$ cat src/logic/atm_pkg.sv
// Purpose: Shared constants for the transceiver test-mode logic.
// Assumes: One 250 MHz fabric clock; all test pins are sampled on it.
// Notes:   Chain lengths and divider ratios are used by the top; the bench also reads the chain lengths.
package atm_pkg;
    // Number of internal scan chains.
    localparam int NUM_CHAINS = 8;
    // Lengths of scan chains one to eight, in bits.
    localparam int CHAIN_LEN [NUM_CHAINS] = '{54, 54, 54, 54, 53, 53, 51, 31};
    // Index of the one chain that shifts on the rising external clock edge.
    localparam int RISE_CHAIN = 7;
    // Pin bit positions inside the functional output vector.
    localparam int POS_CHANNEL_MODE = 4;
    // System clock to sample rate ratios and the internal timing rate.
    localparam int RATIO_LOW  = 256;
    localparam int RATIO_HIGH = 384;
    localparam int TIMING_RATIO = 128;
    // System clock edges per internal timing tick for each ratio.
    localparam int DIV_LOW  = RATIO_LOW / TIMING_RATIO;
    localparam int DIV_HIGH = RATIO_HIGH / TIMING_RATIO;
    localparam int DIV_W = 2;
    // Value of the divider counter after reset.
    localparam logic [DIV_W-1:0] DIV_RESET = 2'h0;
    // Synchroniser depth for every pin input.
    localparam int SYNC_STAGES = 2;
endpackage

$ cat src/logic/atm_scan_if.sv
// Purpose: Carries the shift strobe and serial data between the top and one scan chain.
// Assumes: Single clock domain; shiftEn is a one-cycle enable.
// Notes:   One instance per chain.
`timescale 1ns/1ps
interface atm_scan_if;
    logic shiftEn;  // One-cycle shift enable.
    logic serIn;    // Serial data into the chain.
    logic serOut;   // Last flip-flop of the chain.
    modport chain (input shiftEn, input serIn, output serOut);
    modport ctrl  (output shiftEn, output serIn, input serOut);
endinterface

$ cat src/logic/atm_scan_chain.sv
// Purpose: One scan chain built as a shift register of flip-flops.
// Assumes: Shift enable is already qualified by scan mode and the right clock edge.
// Notes:   The serial output is the last stage, so it is registered.
`timescale 1ns/1ps
module atm_scan_chain #(
    parameter int LEN = 54
) (
    input  wire logic  clk,      // Fabric clock.
    input  wire logic  sys_rst,  // Synchronous reset, active high.
    atm_scan_if.chain  scan      // Shift strobe and serial data.
);
    logic [LEN-1:0] chain_r;
    logic [LEN-1:0] chain_nxt;

    // Computes the next chain contents: shift one place toward the output on each strobe.
    always_comb begin
        chain_nxt = chain_r;
        if (scan.shiftEn) begin
            chain_nxt = {chain_r[LEN-2:0], scan.serIn};
        end
    end

    // Registers the chain.
    always_ff @(posedge clk) begin
        if (sys_rst) begin
            chain_r <= '0;
        end else begin
            chain_r <= chain_nxt;
        end
    end

    assign scan.serOut = chain_r[LEN-1];
endmodule

$ cat src/logic/atm_test_top.sv
// Purpose: Test-mode and scan-test control of a biphase-mark audio transceiver.
// Assumes: All pins arrive asynchronously and pass two flip-flops first; the
//          external and recovered clocks are sampled as levels on clk.
// Notes:   Scan shifting is done on edge-enable pulses derived from the sampled
//          external clock, so the fabric keeps a single clock.
// How it works
// - Test select A low keeps normal running, high takes the system clock from the external clock input.
// - With test select A high, scan select high puts all flip-flops into scan shift, low keeps ordinary test.
// - In scan mode the loop-filter hold resistor switch is held open whatever the inputs say.
// - Test select C high makes the channel-mode pin carry the internal system clock outside scan mode; in scan mode it carries chain five.
// - There are eight chains of 54, 54, 54, 54, 53, 53, 51 and 31 bits.
// - Each chain enters on a functional input pin and leaves on a functional output pin.
// - Chains one to seven shift on the falling external clock edge, chain eight on the rising edge.
// - Outside scan mode the hold resistor connects when the receive input has no signal or the oscillator is off.
// - Internal timing ticks once per 128th of a sample period while the system clock runs at 256 or 384 fs.
`timescale 1ns/1ps
module atm_test_top (
    input  wire logic       clk,               // Fabric clock, 250 MHz.
    input  wire logic       sys_rst,           // Synchronous reset, active high.
    input  wire logic       testSelectA,       // Test select A pin.
    input  wire logic       scanSelect,        // Scan select pin.
    input  wire logic       testSelectC,       // Test select C pin.
    input  wire logic       extClockIn,        // External system clock input pin.
    input  wire logic       recoveredClockIn,  // Recovered clock from the loop.
    input  wire logic       slicerIn,          // Slicer output of the sensitive biphase input.
    input  wire logic       funcBiphaseIn,     // Normal biphase output from the encoder.
    input  wire logic       rxMode,            // High in receive mode.
    input  wire logic       signalPresent,     // Selected biphase input carries a signal.
    input  wire logic       oscillatorOff,     // Oscillator is switched off.
    input  wire logic       pllLock,           // Loop reports lock.
    input  wire logic       clockRatioSelect,  // High for 256 fs, low for 384 fs; chain eight input.
    input  wire logic [6:0] scanInPins,        // Functional input pins feeding chains one to seven.
    input  wire logic [7:0] funcOut,           // Normal values of the eight chain output pins.
    output logic      [7:0] pinOut,            // Chain output pins.
    output logic            biphaseOutput,     // Biphase output pin.
    output logic            sysClkFromExt,     // System clock source select, high for external.
    output logic            scanModeActive,    // All flip-flops in scan shift.
    output logic            holdResistorOn,    // Hold resistor switch closed.
    output logic            ramTestEnable,     // User-data RAM test enabled.
    output logic            timingTick,        // One pulse per internal timing period.
    output logic            recoveredClockValid // Recovered clock frequency may be trusted.
);
    localparam int NSYNC = 14;

    // Two-stage synchronisers for every pin input.
    logic [NSYNC-1:0] syncA_r;
    logic [NSYNC-1:0] syncB_r;
    logic [NSYNC-1:0] pinRaw;
    assign pinRaw = {scanInPins, clockRatioSelect, slicerIn, recoveredClockIn,
                     extClockIn, scanSelect, testSelectC, testSelectA};

    // Samples the pins twice; only the second stage is read below.
    // The stages keep sampling through reset, because the test-select latch
    // reads them while reset is held; clearing them would hide the pins.
    always_ff @(posedge clk) begin
        syncA_r <= pinRaw;
        syncB_r <= syncA_r;
    end

    logic       tstA;
    logic       tstScan;
    logic       tstC;
    logic       extClk;
    logic       recClk;
    logic       slicer;
    logic       ratioSel;
    logic [6:0] chainIn;
    assign tstA     = syncB_r[0];
    assign tstC     = syncB_r[1];
    assign tstScan  = syncB_r[2];
    assign extClk   = syncB_r[3];
    assign recClk   = syncB_r[4];
    assign slicer   = syncB_r[5];
    assign ratioSel = syncB_r[6];
    assign chainIn  = syncB_r[13:7];

    // Test selects are caught while reset is held and then kept static.
    logic modeA_r;
    logic modeScan_r;
    logic modeC_r;
    logic modeA_nxt;
    logic modeScan_nxt;
    logic modeC_nxt;

    // Computes the latched test mode; it may change only during reset.
    always_comb begin
        modeA_nxt    = modeA_r;
        modeScan_nxt = modeScan_r;
        modeC_nxt    = modeC_r;
        if (sys_rst) begin
            modeA_nxt    = tstA;
            modeScan_nxt = tstScan;
            modeC_nxt    = tstC;
        end
    end

    // Registers the test mode.
    always_ff @(posedge clk) begin
        modeA_r    <= modeA_nxt;
        modeScan_r <= modeScan_nxt;
        modeC_r    <= modeC_nxt;
    end

    // Scan mode needs both test select A and scan select.
    logic scanMode;
    assign scanMode = modeA_r & modeScan_r;

    // The system clock follows the external input in test mode, else the recovered clock.
    logic sysClkLevel;
    assign sysClkLevel = modeA_r ? extClk : recClk;

    // Edge detection on the sampled clocks.
    logic extClkPrev_r;
    logic sysClkPrev_r;
    logic extFall;
    logic extRise;
    logic sysRise;
    assign extFall = extClkPrev_r & ~extClk;
    assign extRise = ~extClkPrev_r & extClk;
    assign sysRise = ~sysClkPrev_r & sysClkLevel;

    // Timing divider: two system clock edges per tick at 256 fs, three at 384 fs.
    logic [atm_pkg::DIV_W-1:0] divCnt_r;
    logic [atm_pkg::DIV_W-1:0] divCnt_nxt;
    logic [atm_pkg::DIV_W-1:0] divLast;
    logic                      tick_nxt;
    assign divLast = ratioSel ? atm_pkg::DIV_W'(atm_pkg::DIV_LOW - 1)
                              : atm_pkg::DIV_W'(atm_pkg::DIV_HIGH - 1);

    // Computes the divider count and the tick pulse.
    always_comb begin
        divCnt_nxt = divCnt_r;
        tick_nxt   = 1'b0;
        if (sysRise) begin
            if (divCnt_r >= divLast) begin
                divCnt_nxt = atm_pkg::DIV_RESET;
                tick_nxt   = 1'b1;
            end else begin
                divCnt_nxt = divCnt_r + 1'b1;
            end
        end
    end

    // Scan chains, joined by interfaces.
    atm_scan_if chainIf [atm_pkg::NUM_CHAINS] ();
    logic [7:0] chainOut;

    // Chains one to seven shift on falling, chain eight on rising external edges.
    // Chain inputs come from functional pins.
    // Chain lengths follow the package table.
    for (genvar g = 0; g < atm_pkg::NUM_CHAINS; g++) begin : gChain
        if (g == atm_pkg::RISE_CHAIN) begin : gRise
            assign chainIf[g].shiftEn = scanMode & extRise;
            assign chainIf[g].serIn   = ratioSel;
        end else begin : gFall
            assign chainIf[g].shiftEn = scanMode & extFall;
            assign chainIf[g].serIn   = chainIn[g];
        end
        assign chainOut[g] = chainIf[g].serOut;
        atm_scan_chain #(
            .LEN (atm_pkg::CHAIN_LEN[g])
        ) uChain (
            .clk     (clk),
            .sys_rst (sys_rst),
            .scan    (chainIf[g])
        );
    end

    // Output values computed before registering.
    logic [7:0] pinOut_nxt;
    logic       biphase_nxt;
    logic       hold_nxt;
    logic       valid_nxt;

    // Computes the pin outputs, the resistor switch and the clock validity.
    always_comb begin
        pinOut_nxt = funcOut;
        if (modeC_r) begin
            pinOut_nxt[atm_pkg::POS_CHANNEL_MODE] = sysClkLevel;
        end
        if (scanMode) begin
            pinOut_nxt = chainOut;
        end
        biphase_nxt = modeC_r ? slicer : funcBiphaseIn;
        // Hold resistor connects on lost signal or stopped oscillator, never in scan.
        hold_nxt = ~scanMode & ((rxMode & ~signalPresent) | oscillatorOff);
        // In receive mode the recovered clock is trusted only in lock.
        valid_nxt = ~rxMode | pllLock;
    end

    // Registers the edge detectors, the divider and all outputs.
    // The edge detectors follow the sampled clocks even in reset, so a pin
    // that is already high at release does not count as a fresh edge.
    always_ff @(posedge clk) begin
        extClkPrev_r <= extClk;
        sysClkPrev_r <= sysClkLevel;
        if (sys_rst) begin
            divCnt_r            <= atm_pkg::DIV_RESET;
            timingTick          <= 1'b0;
            pinOut              <= 8'h00;
            biphaseOutput       <= 1'b0;
            sysClkFromExt       <= 1'b0;
            scanModeActive      <= 1'b0;
            holdResistorOn      <= 1'b0;
            ramTestEnable       <= 1'b0;
            recoveredClockValid <= 1'b0;
        end else begin
            divCnt_r            <= divCnt_nxt;
            timingTick          <= tick_nxt;
            pinOut              <= pinOut_nxt;
            biphaseOutput       <= biphase_nxt;
            sysClkFromExt       <= modeA_r;
            scanModeActive      <= scanMode;
            holdResistorOn      <= hold_nxt;
            ramTestEnable       <= modeC_r;
            recoveredClockValid <= valid_nxt;
        end
    end
endmodule

$ cat config.mk
export PLATFORM = sky130hd
export DESIGN_NAME = atm_test_top
export DESIGN_NICKNAME = d
export VERILOG_FILES = /design/src/logic/atm_pkg.sv /design/src/logic/atm_scan_if.sv /design/src/logic/atm_scan_chain.sv /design/src/logic/atm_test_top.sv
export SDC_FILE = /design/constraint.sdc
export NUM_CORES = 1
export LEC_CHECK = 0
export ABC_CLOCK_PERIOD_IN_PS = 2380
export BUFFER_PORTS_ARGS = -buffer_cell sky130_fd_sc_hd__clkbuf_2
export CAP_MARGIN = 40
export CORE_MARGIN = 1.5
export CORE_UTILIZATION = 45
export CTS_CLUSTER_DIAMETER = 30
export DETAILED_ROUTE_END_ITERATION = 8
export SYNTH_ARGS = -nofsm -noshare
export SYNTH_HDL_FRONTEND = slang
export SYNTH_SLANG_ARGS = --single-unit
$ cat constraint.sdc
create_clock -name clk -period 2.38 [get_ports clk]
set_input_delay 0.476 -clock clk [delete_from_list [all_inputs] [get_ports clk]]
set_output_delay 0.476 -clock clk [all_outputs]
set_load 0.01 [all_outputs]
* Word-level counts from Yosys, hierarchy flattened *
Index checks and enable logic that the tools add are counted.

storage, ports and cells
  input port bits = 29
  memories = 0
  bits in writable memories = 0
  register bits = 454
  logic and storage cells = 51
  ROM bits = 0
  latch bits = 0
  output and inout port bits = 15

cells by class
  $lt $le $gt $ge = 1
  div/mod/pow operators = 0
  shift operators = 0
  $add $sub $neg = 1
  bitwise gates (word level) = 17
  equality and inequality tests = 0
  reduce and logical (&&, ||, !) cells = 1
  multipliers = 0
  muxes and demuxes = 7

operator list
  kind                   count
  $and A1 B1 Y1          8
  $mux W8                1
  $not A1 Y1             7
  $mux W1                4
  $mux W2                2
  $add A2 B1 Y2 const B  1
  $ge A2 B2 Y1           1
  $or A1 B1 Y1           2
  $reduce_or A2 Y1       1

* Longest topological paths before layout *
Gate-level depths: netlist of run 1.

  depth in word-level cells = 4
  mapped depth = 7
  depth with buffers taken out = 5

* Modules after synthesis *
Synthesis of run 1 repeated with hierarchy kept, for this count alone.

second synthesis, totals
  cells, all modules = 1412
  area, all modules = 15857.7 µm²

modules (own cells, without submodules)
  module                                  cells an instance  area each (µm²)  instances  sequential area each (µm²)
  atm_scan_chain at gChain[0].uChain ...  174                1935.6           4          1081.0
  atm_scan_chain at gChain[4].uChain ...  171                1900.6           2          1061.0
  atm_scan_chain at gChain[6].uChain      165                1833.0           1          1021.0
  atm_test_top                            109                1351.3           1          1031.0
  atm_scan_chain at gChain[7].uChain      100                1129.8           1          620.6

* Worst setup path before layout of run 1 *
OpenSTA, ideal clock, no wires.

  kind = input to register
  start = in sys_rst
  end = reg gChain[0].uChain.chain_r[0]
  required time = 2.248 ns
  arrival time = 1.262 ns
  stages = 4
  library setup time = 0.132 ns
  slack = 0.986 ns
  path buffers = 3
  path through = clkbuf_1 clkbuf_1 clkbuf_1 a21oi_1

RTL lines
  element               line                  RTL
  from (decl)           atm_test_top.sv:19    input wire logic sys_rst,
  to (signal assigned)  atm_scan_chain.sv:28  chain_r <= chain_nxt;
  to (decl)             atm_scan_chain.sv:12  logic [LEN-1:0] chain_r;

No word-level cell between the ends.

* Final worst setup path of run 1 *
  start = reg modeA_r
  end = reg gChain[1].uChain.chain_r[6]

between the ends
  word-level cells in the longest chain between the ends = 2

RTL lines
  element                 line                  RTL
  from (decl)             atm_test_top.sv:78    logic modeA_r;
  from (signal assigned)  atm_test_top.sv:99    modeA_r <= modeA_nxt;
  $and A1 B1 Y1           atm_test_top.sv:106   assign scanMode = modeA_r & modeScan_r;
  $and A1 B1 Y1           atm_test_top.sv:156   assign chainIf[g].shiftEn = scanMode & extFall;
  to (signal assigned)    atm_scan_chain.sv:28
  to (decl)               atm_scan_chain.sv:12

No other way between the ends.
A chain may end at the register's enable or synchronous reset.

==> run summary, run 1 <==
DRC: 0
Req. time, crit path: 2880 ps
Worst-Skew Late Latency: 590 ps
Routed vias: 11600
Hold depth: 2
Initial antenna violation count: 0
Tightest Pin Transition: 515 ps
FMAX: 567 MHz
Vias/cell: 4.77
# clock sinks: 454
Crit end category: flop
CP arrival: 2270 ps
H-tree depth reported by CTS: 3
Post-route ant nets: 0
Vias in the first global route: 10900
Synth Register Bits: 454
R2R Setup Slk: 620 ps
Final period util: 74.1%
Starting density of the core: 45.8%
IO Pins: 44
Setup violations, final: 0
Row cnt: 67
Drt pass-1 iters: 5
Share of the yosys chip area belonging to registers: 59.2%
Pleak: 6.49 nW
Drt wl/cell: 11.1 µm
Clock root cell: clkbuf_16
Crit Path Class: reg -> reg
VDD IR max: 588 µV
N_diodes: 0
IO Port Bufs: 43
WL final: 27000 µm
Netlist cell types: 24
Fin. max-slew vios: 0
Fraction of layout cells with a size suffix above 1: 11.5%
Hold crit path type: in -> reg
Worst r2r src: modeA_r
Placed Cells: 2240
CTS tree: yes
Detailed placer's ending HPWL: 13900 µm
Area Overhead vs Synth: 23.1%
Avg Inst Size Synth: 8.27 µm²
Mapped Area: 0.0154 mm²
Die height: 188 µm
Final hold vios: 0
Initial drt markers: 731
CTS buffer count: 93
CP max FO: 105
Crit start category: flop
Hold endpoint: recoveredClockValid
Max cap viols: 0
Hold Startpoint: rxMode
Die width: 188 µm
Critical Path Source: modeA_r
GPL Wtd Cong: 0.690
Fin util: 56.4%
Mapped Cells: 1863
Final nets: 1933
Final setup TNS: 0 ps
Reg clk slew, reported paths: 40 ps
RSZ-0062 raised after global routing: false
Status: finished clean
Grt ovf: 0
GRT Util Overall: 15.5%
PwrDens: 1090 mW/mm²
Final clock skew: 18.5 ps
Core Region: 0.0336 mm²
Syn Nets: 1895
Clock tree buffer depth: 3
Worst R2R End: gChain[1].uChain.chain_r[6]
Die ar.: 0.0353 mm²
Warning count from the yosys run: 0
Most frequent cells in the layout: 824 x nand2_1, 451 x dfxtp_1, 417 x a21oi_1
Most common cell after layout, fill and taps aside: nand2_1
Tmin final: 1760 ps
Slew headroom: 64.7%
Largest net degree at the start of global routing: 106
First-pass GRT wire length: 47500 µm
R2R cell count: 4
Final Non-Filler Cells: 2425
-- worst max-delay path by stage --
stage | slack, ps | endpoint
2_1_floorplan | 990 | gChain[0].uChain.chain_r[0]
3_3_place_gp | 710 | gChain[0].uChain.chain_r[9]
3_5_place_dp | 660 | gChain[2].uChain.chain_r[1]
4_1_cts | 630 | gChain[1].uChain.chain_r[14]
5_1_grt | 500 | gChain[3].uChain.chain_r[5]
6_report | 620 | gChain[1].uChain.chain_r[6]
-- critical path, stage by stage, from the launching register on --
cell	delay (ps)
edfxtp_1	470
and4b_4	480
buf_12	380
nand2_1	120
a21oi_1	150
-- state kept, by name (all words and copies together) (netlist names) --
signal                 flops
sysClkPrev_r               1
modeA_r                    1
sysClkFromExt              1
ramTestEnable              1
holdResistorOn             1
pinOut                     8
syncB_r                   14
divCnt_r                   2
syncA_r                   14
modeScan_r                 1
modeC_r                    1
timingTick                 1
recoveredClockValid        1
gChain.uChain.chain_r    404
extClkPrev_r               1
scanModeActive             1
biphaseOutput              1
-- cell usage after synthesis (all sizes together) --
| cell type | n | area share (%) |
|---|---|---|
| nand2b | 2 | 0.081 |
| and2 | 1 | 0.041 |
| ha | 3 | 0.24 |
| o21ai | 2 | 0.065 |
| a21oi | 417 | 14 |
| nor4 | 1 | 0.041 |
| buf | 87 | 4.6 |
| nor2 | 3 | 0.073 |
| nor3 | 1 | 0.032 |
| and4b | 2 | 0.13 |
| dfxtp | 451 | 59 |
| edfxtp | 3 | 0.58 |
| inv | 5 | 0.12 |
| mux2i | 2 | 0.13 |
| clkbuf | 52 | 1.3 |
| a2111o | 1 | 0.073 |
| nand4b | 2 | 0.11 |
| nor2b | 2 | 0.081 |
| a211o | 1 | 0.057 |
| nand2 | 824 | 20 |
| nand3b | 1 | 0.049 |
-- final cells by class --
class	instances	area [µm²]
timing repair buffer	82	753
clock inverter	57	622
tap	448	561
multi-input combinational	1265	5370
sequential	454	9120
inverter	5	18.8
fill	3031	14700
clock buffer	114	2520
-- what timing repair did --
action / in CTS / in global routing
hold buffers: 14 / 0
hold endpoints to repair: 14 / 0
setup buffers: 0 / 0
resized for setup: 0 / 0
-- cells by family after synthesis --
group                      synth area share, %
adders and majority gates                0.244
AOI/OAI and AO/OA                         13.7
muxes                                    0.130
and+or+nand+nor                           20.7
DFF                                       59.2
buffers and inverters                     5.96
-- metal layers --
metal	vias up	track usage [%]	share of wire [%]
met4	0	7.05	2.1
li1	6084	-	-
met5	-	0	0
met3	51	3.74	3.9
met2	139	25.5	45
met1	5287	19.2	49
-- through the flow --
| stage | power [W] | cell area [µm²] | setup WS, ps | hold WS [ps] |
|---|---|---|---|---|
| after floorplan | 0.00810 | 15400 | 986 | 310 |
| after CTS | 0.0209 | 19000 | 633 | 72.8 |
| after detailed placement | 0.00820 | 15700 | 663 | 312 |
| final | 0.0206 | 19000 | 617 | 101 |
| after global placement | 0.00820 | 15700 | 707 | 310 |
| after global routing | 0.0213 | 19000 | 497 | 93.9 |
-- report_power, final --
part	switching (W)	internal [W]
clock	0.00404	0.00849
combinational	0.000262	0.000106
sequential	0.0000239	0.00769
Power figures use the tool's default switching activity.
==> inputs of run 2 (changes only) <==
--- a/config.mk
+++ b/config.mk
@@ -5,7 +5,7 @@
 export SDC_FILE = /design/constraint.sdc
 export NUM_CORES = 1
 export LEC_CHECK = 0
-export ABC_CLOCK_PERIOD_IN_PS = 2380
+export ABC_CLOCK_PERIOD_IN_PS = 1400
 export BUFFER_PORTS_ARGS = -buffer_cell sky130_fd_sc_hd__clkbuf_2
 export CAP_MARGIN = 40
 export CORE_MARGIN = 1.5
==> constraint.sdc (replaced) <==
create_clock -name clk -period 1.4 [get_ports clk]
set_input_delay 0.28 -clock clk [delete_from_list [all_inputs] [get_ports clk]]
set_output_delay 0.28 -clock clk [all_outputs]
set_load 0.01 [all_outputs]
==> run summary, run 2 (synthesis results as in run 1) <==
Status: finished with violations (was finished clean)
Failing checks: setup timing
Die ar.: 0.0353 mm² (unchanged)
Crit start category: flop (unchanged)
Regs by FF count: gChain.uChain.chain_r x404, syncA_r x14, syncB_r x14 (unchanged)
Fraction of layout cells with a size suffix above 1: 16.9% (was 11.5%)
Grt ovf: 0 (unchanged)
Fin util: 59.9% (was 56.4%)
Critical Path End: gChain[1].uChain.chain_r[18] (was gChain[1].uChain.chain_r[6])
WL final: 30400 µm (was 27000 µm)
Worst path max stage delay: 440 ps (was 480 ps)
Worst r2r src: modeA_r (unchanged)
IO Pins: 44 (unchanged)
Final hold vios: 0 (unchanged)
CP max FO: 26 (was 105)
Tightest Pin Transition: 435 ps (was 515 ps)
FF/Latch Area: 0.00912 mm² (about the same)
Worst R2R End: gChain[1].uChain.chain_r[18] (was gChain[1].uChain.chain_r[6])
Starting density of the core: 45.8% (unchanged)
Most frequent cells in the layout: 817 x nand2_1, 449 x dfxtp_1, 360 x a21oi_1 (was 824 x nand2_1, 451 x dfxtp_1, 417 x a21oi_1)
GRT Util Overall: 16.6% (was 15.5%)
Most common cell after layout, fill and taps aside: nand2_1 (unchanged)
Area Overhead vs Synth: 30.7% (was 23.1%)
Filler Cell Count: 2869 (was 3031)
Reg clk slew, reported paths: 50 ps (was 40 ps)
Die height: 188 µm (unchanged)
FMAX: 689 MHz (was 567 MHz)
Critical Path Source: modeA_r (unchanged)
IO Port Bufs: 43 (unchanged)
CP arrival: 1970 ps (was 2270 ps)
Slowest-stage cell, CP: edfxtp_1 (was and4b_4)
Crit end category: flop (unchanged)
Routed vias: 12000 (was 11600)
Hold crit path type: in -> reg (unchanged)
Clock root cell: clkbuf_16 (unchanged)
Slew headroom: 71.0% (was 64.7%)
Largest Register: gChain.uChain.chain_r (unchanged)
Post-route ant nets: 0 (unchanged)
Multi-input gate area: 0.00560 mm² (was 0.00537 mm²)
Initial drt markers: 712 (was 731)
RSZ-0062 raised after global routing: true (was false)
Req. time, crit path: 1920 ps (was 2880 ps)
Clock tree buffer depth: 3 (unchanged)
First-pass GRT wire length: 50500 µm (was 47500 µm)
Final period util: 104% (was 74.1%)
Tmin final: 1450 ps (was 1760 ps)
Crit Path Class: reg -> reg (unchanged)
Pleak: 6.96 nW (was 6.49 nW)
Max cap viols: 0 (unchanged)
R2R cell count: 6 (was 4)
R2R Setup Slk: -50 ps (was 620 ps)
Vias in the first global route: 11400 (was 10900)
GPL Wtd Cong: 0.694 (was 0.690)
# clock sinks: 454 (unchanged)
Largest register FFs: 404 (unchanged)
Final clock skew: 18.7 ps (was 18.5 ps)
VDD IR max: 857 µV (was 588 µV)
Core Region: 0.0336 mm² (unchanged)
Hold WS: 85.1 ps (was 101 ps)
Detailed placer's ending HPWL: 15500 µm (was 13900 µm)
CTS buffer count: 89 (was 93)
CP cell instances: nand4b_1 > buf_4 > clkbuf_16 > buf_16 > nand2_1 > a21oi_2 (was and4b_4 > buf_12 > nand2_1 > a21oi_1)
CTS tree: yes (unchanged)
Die width: 188 µm (unchanged)
Final WS setup: -51.3 ps (was 617 ps)
Row cnt: 67 (unchanged)
Setup violations, final: 65 (was 0)
Drt pass-1 iters: 5 (unchanged)
Vias/cell: 4.82 (was 4.77)
DRC: 0 (unchanged)
PwrDens: 1750 mW/mm² (was 1090 mW/mm²)
Final nets: 1993 (was 1933)
Worst-Skew Late Latency: 590 ps (about the same)
Drt wl/cell: 12.3 µm (was 11.1 µm)
Initial antenna violation count: 0 (unchanged)
Fin. max-slew vios: 0 (unchanged)
N_diodes: 0 (unchanged)
Largest net degree at the start of global routing: 51 (was 106)
H-tree depth reported by CTS: 3 (unchanged)
==> run 2: timing repair <==
| action | CTS | global route |
|---|---|---|
| hold endpoints to repair | 24 | 0 |
| pin swaps | 6 | 12 |
| buffers inserted | 1 | 2 |
| endpoints found under the setup margin | 78 | 375 |
| hold buffers | 26 | 0 |
| resized for setup | 25 | 55 |
| gates cloned | 1 | 11 |
==> run 2: worst min-delay path by stage <==
| stage | from | end | cells after the start |
|---|---|---|---|
| after floorplan | testSelectA | syncA_r[0] | 0 |
| after global placement | syncA_r[5] | syncB_r[5] | 0 |
| after detailed placement | syncA_r[10] | syncB_r[10] | 0 |
| after CTS | funcOut[4] | pinOut[4] | 4 |
| after global routing | funcOut[4] | pinOut[4] | 4 |
| final | funcOut[4] | pinOut[4] | 4 |
==> run 2: final cells by class <==
class                   count  share of cell area, %
inverters                   5                 0.0932
clock inverters            56                   3.24
clock buffers             109                   12.1
repair buffers            146                   8.68
multi-input cells        1265                   27.8
well taps                 448                   2.78
flip-flops and latches    454                   45.3
==> run 2: report_power, final <==
part	switching, W	total [W]	leakage [nW]	internal, W
Sequential	0.0000402	0.0131	3.68	0.0131
Clock	0.00698	0.0212	1.49	0.0143
Combinational	0.000517	0.000856	1.80	0.000338
Total	0.00754	0.0352	6.96	0.0277
==> run 2: metrics by stage <==
| stage | setup TNS (ps) | setup slack, ps | instance area, µm² | power [W] | instances |
|---|---|---|---|---|---|
| after detailed placement | -33.1 | -16.2 | 16200 | 0.0140 | 2277 |
| after global placement | 0 | 4.00 | 16200 | 0.0140 | 2277 |
| final | -900 | -51.3 | 20100 | 0.0352 | 2483 |
| after CTS | -298 | -39.2 | 19600 | 0.0356 | 2470 |
| after global routing | -28440 | -149 | 20100 | 0.0364 | 2483 |
| after floorplan | 0 | 76.3 | 15400 | 0.0138 | 1863 |
==> run 2: per-layer routing <==
metal  up-vias  track usage (%)  part of all wire (%)
met5         -                0                     0
met2       158             27.9                    47
li1       6219                -                     -
met1      5540             20.3                    47
met3        52             3.91                   3.6
met4         0             7.14                   1.9
==> run 2: worst max-delay path: cells and delay by family (launching register included) <==
kind	cells	cell delay, ps
AO/OA/AOI/OAI	1	140
AND/OR/NAND/NOR	2	290
flip-flops	1	440
buffers and inverters	3	500
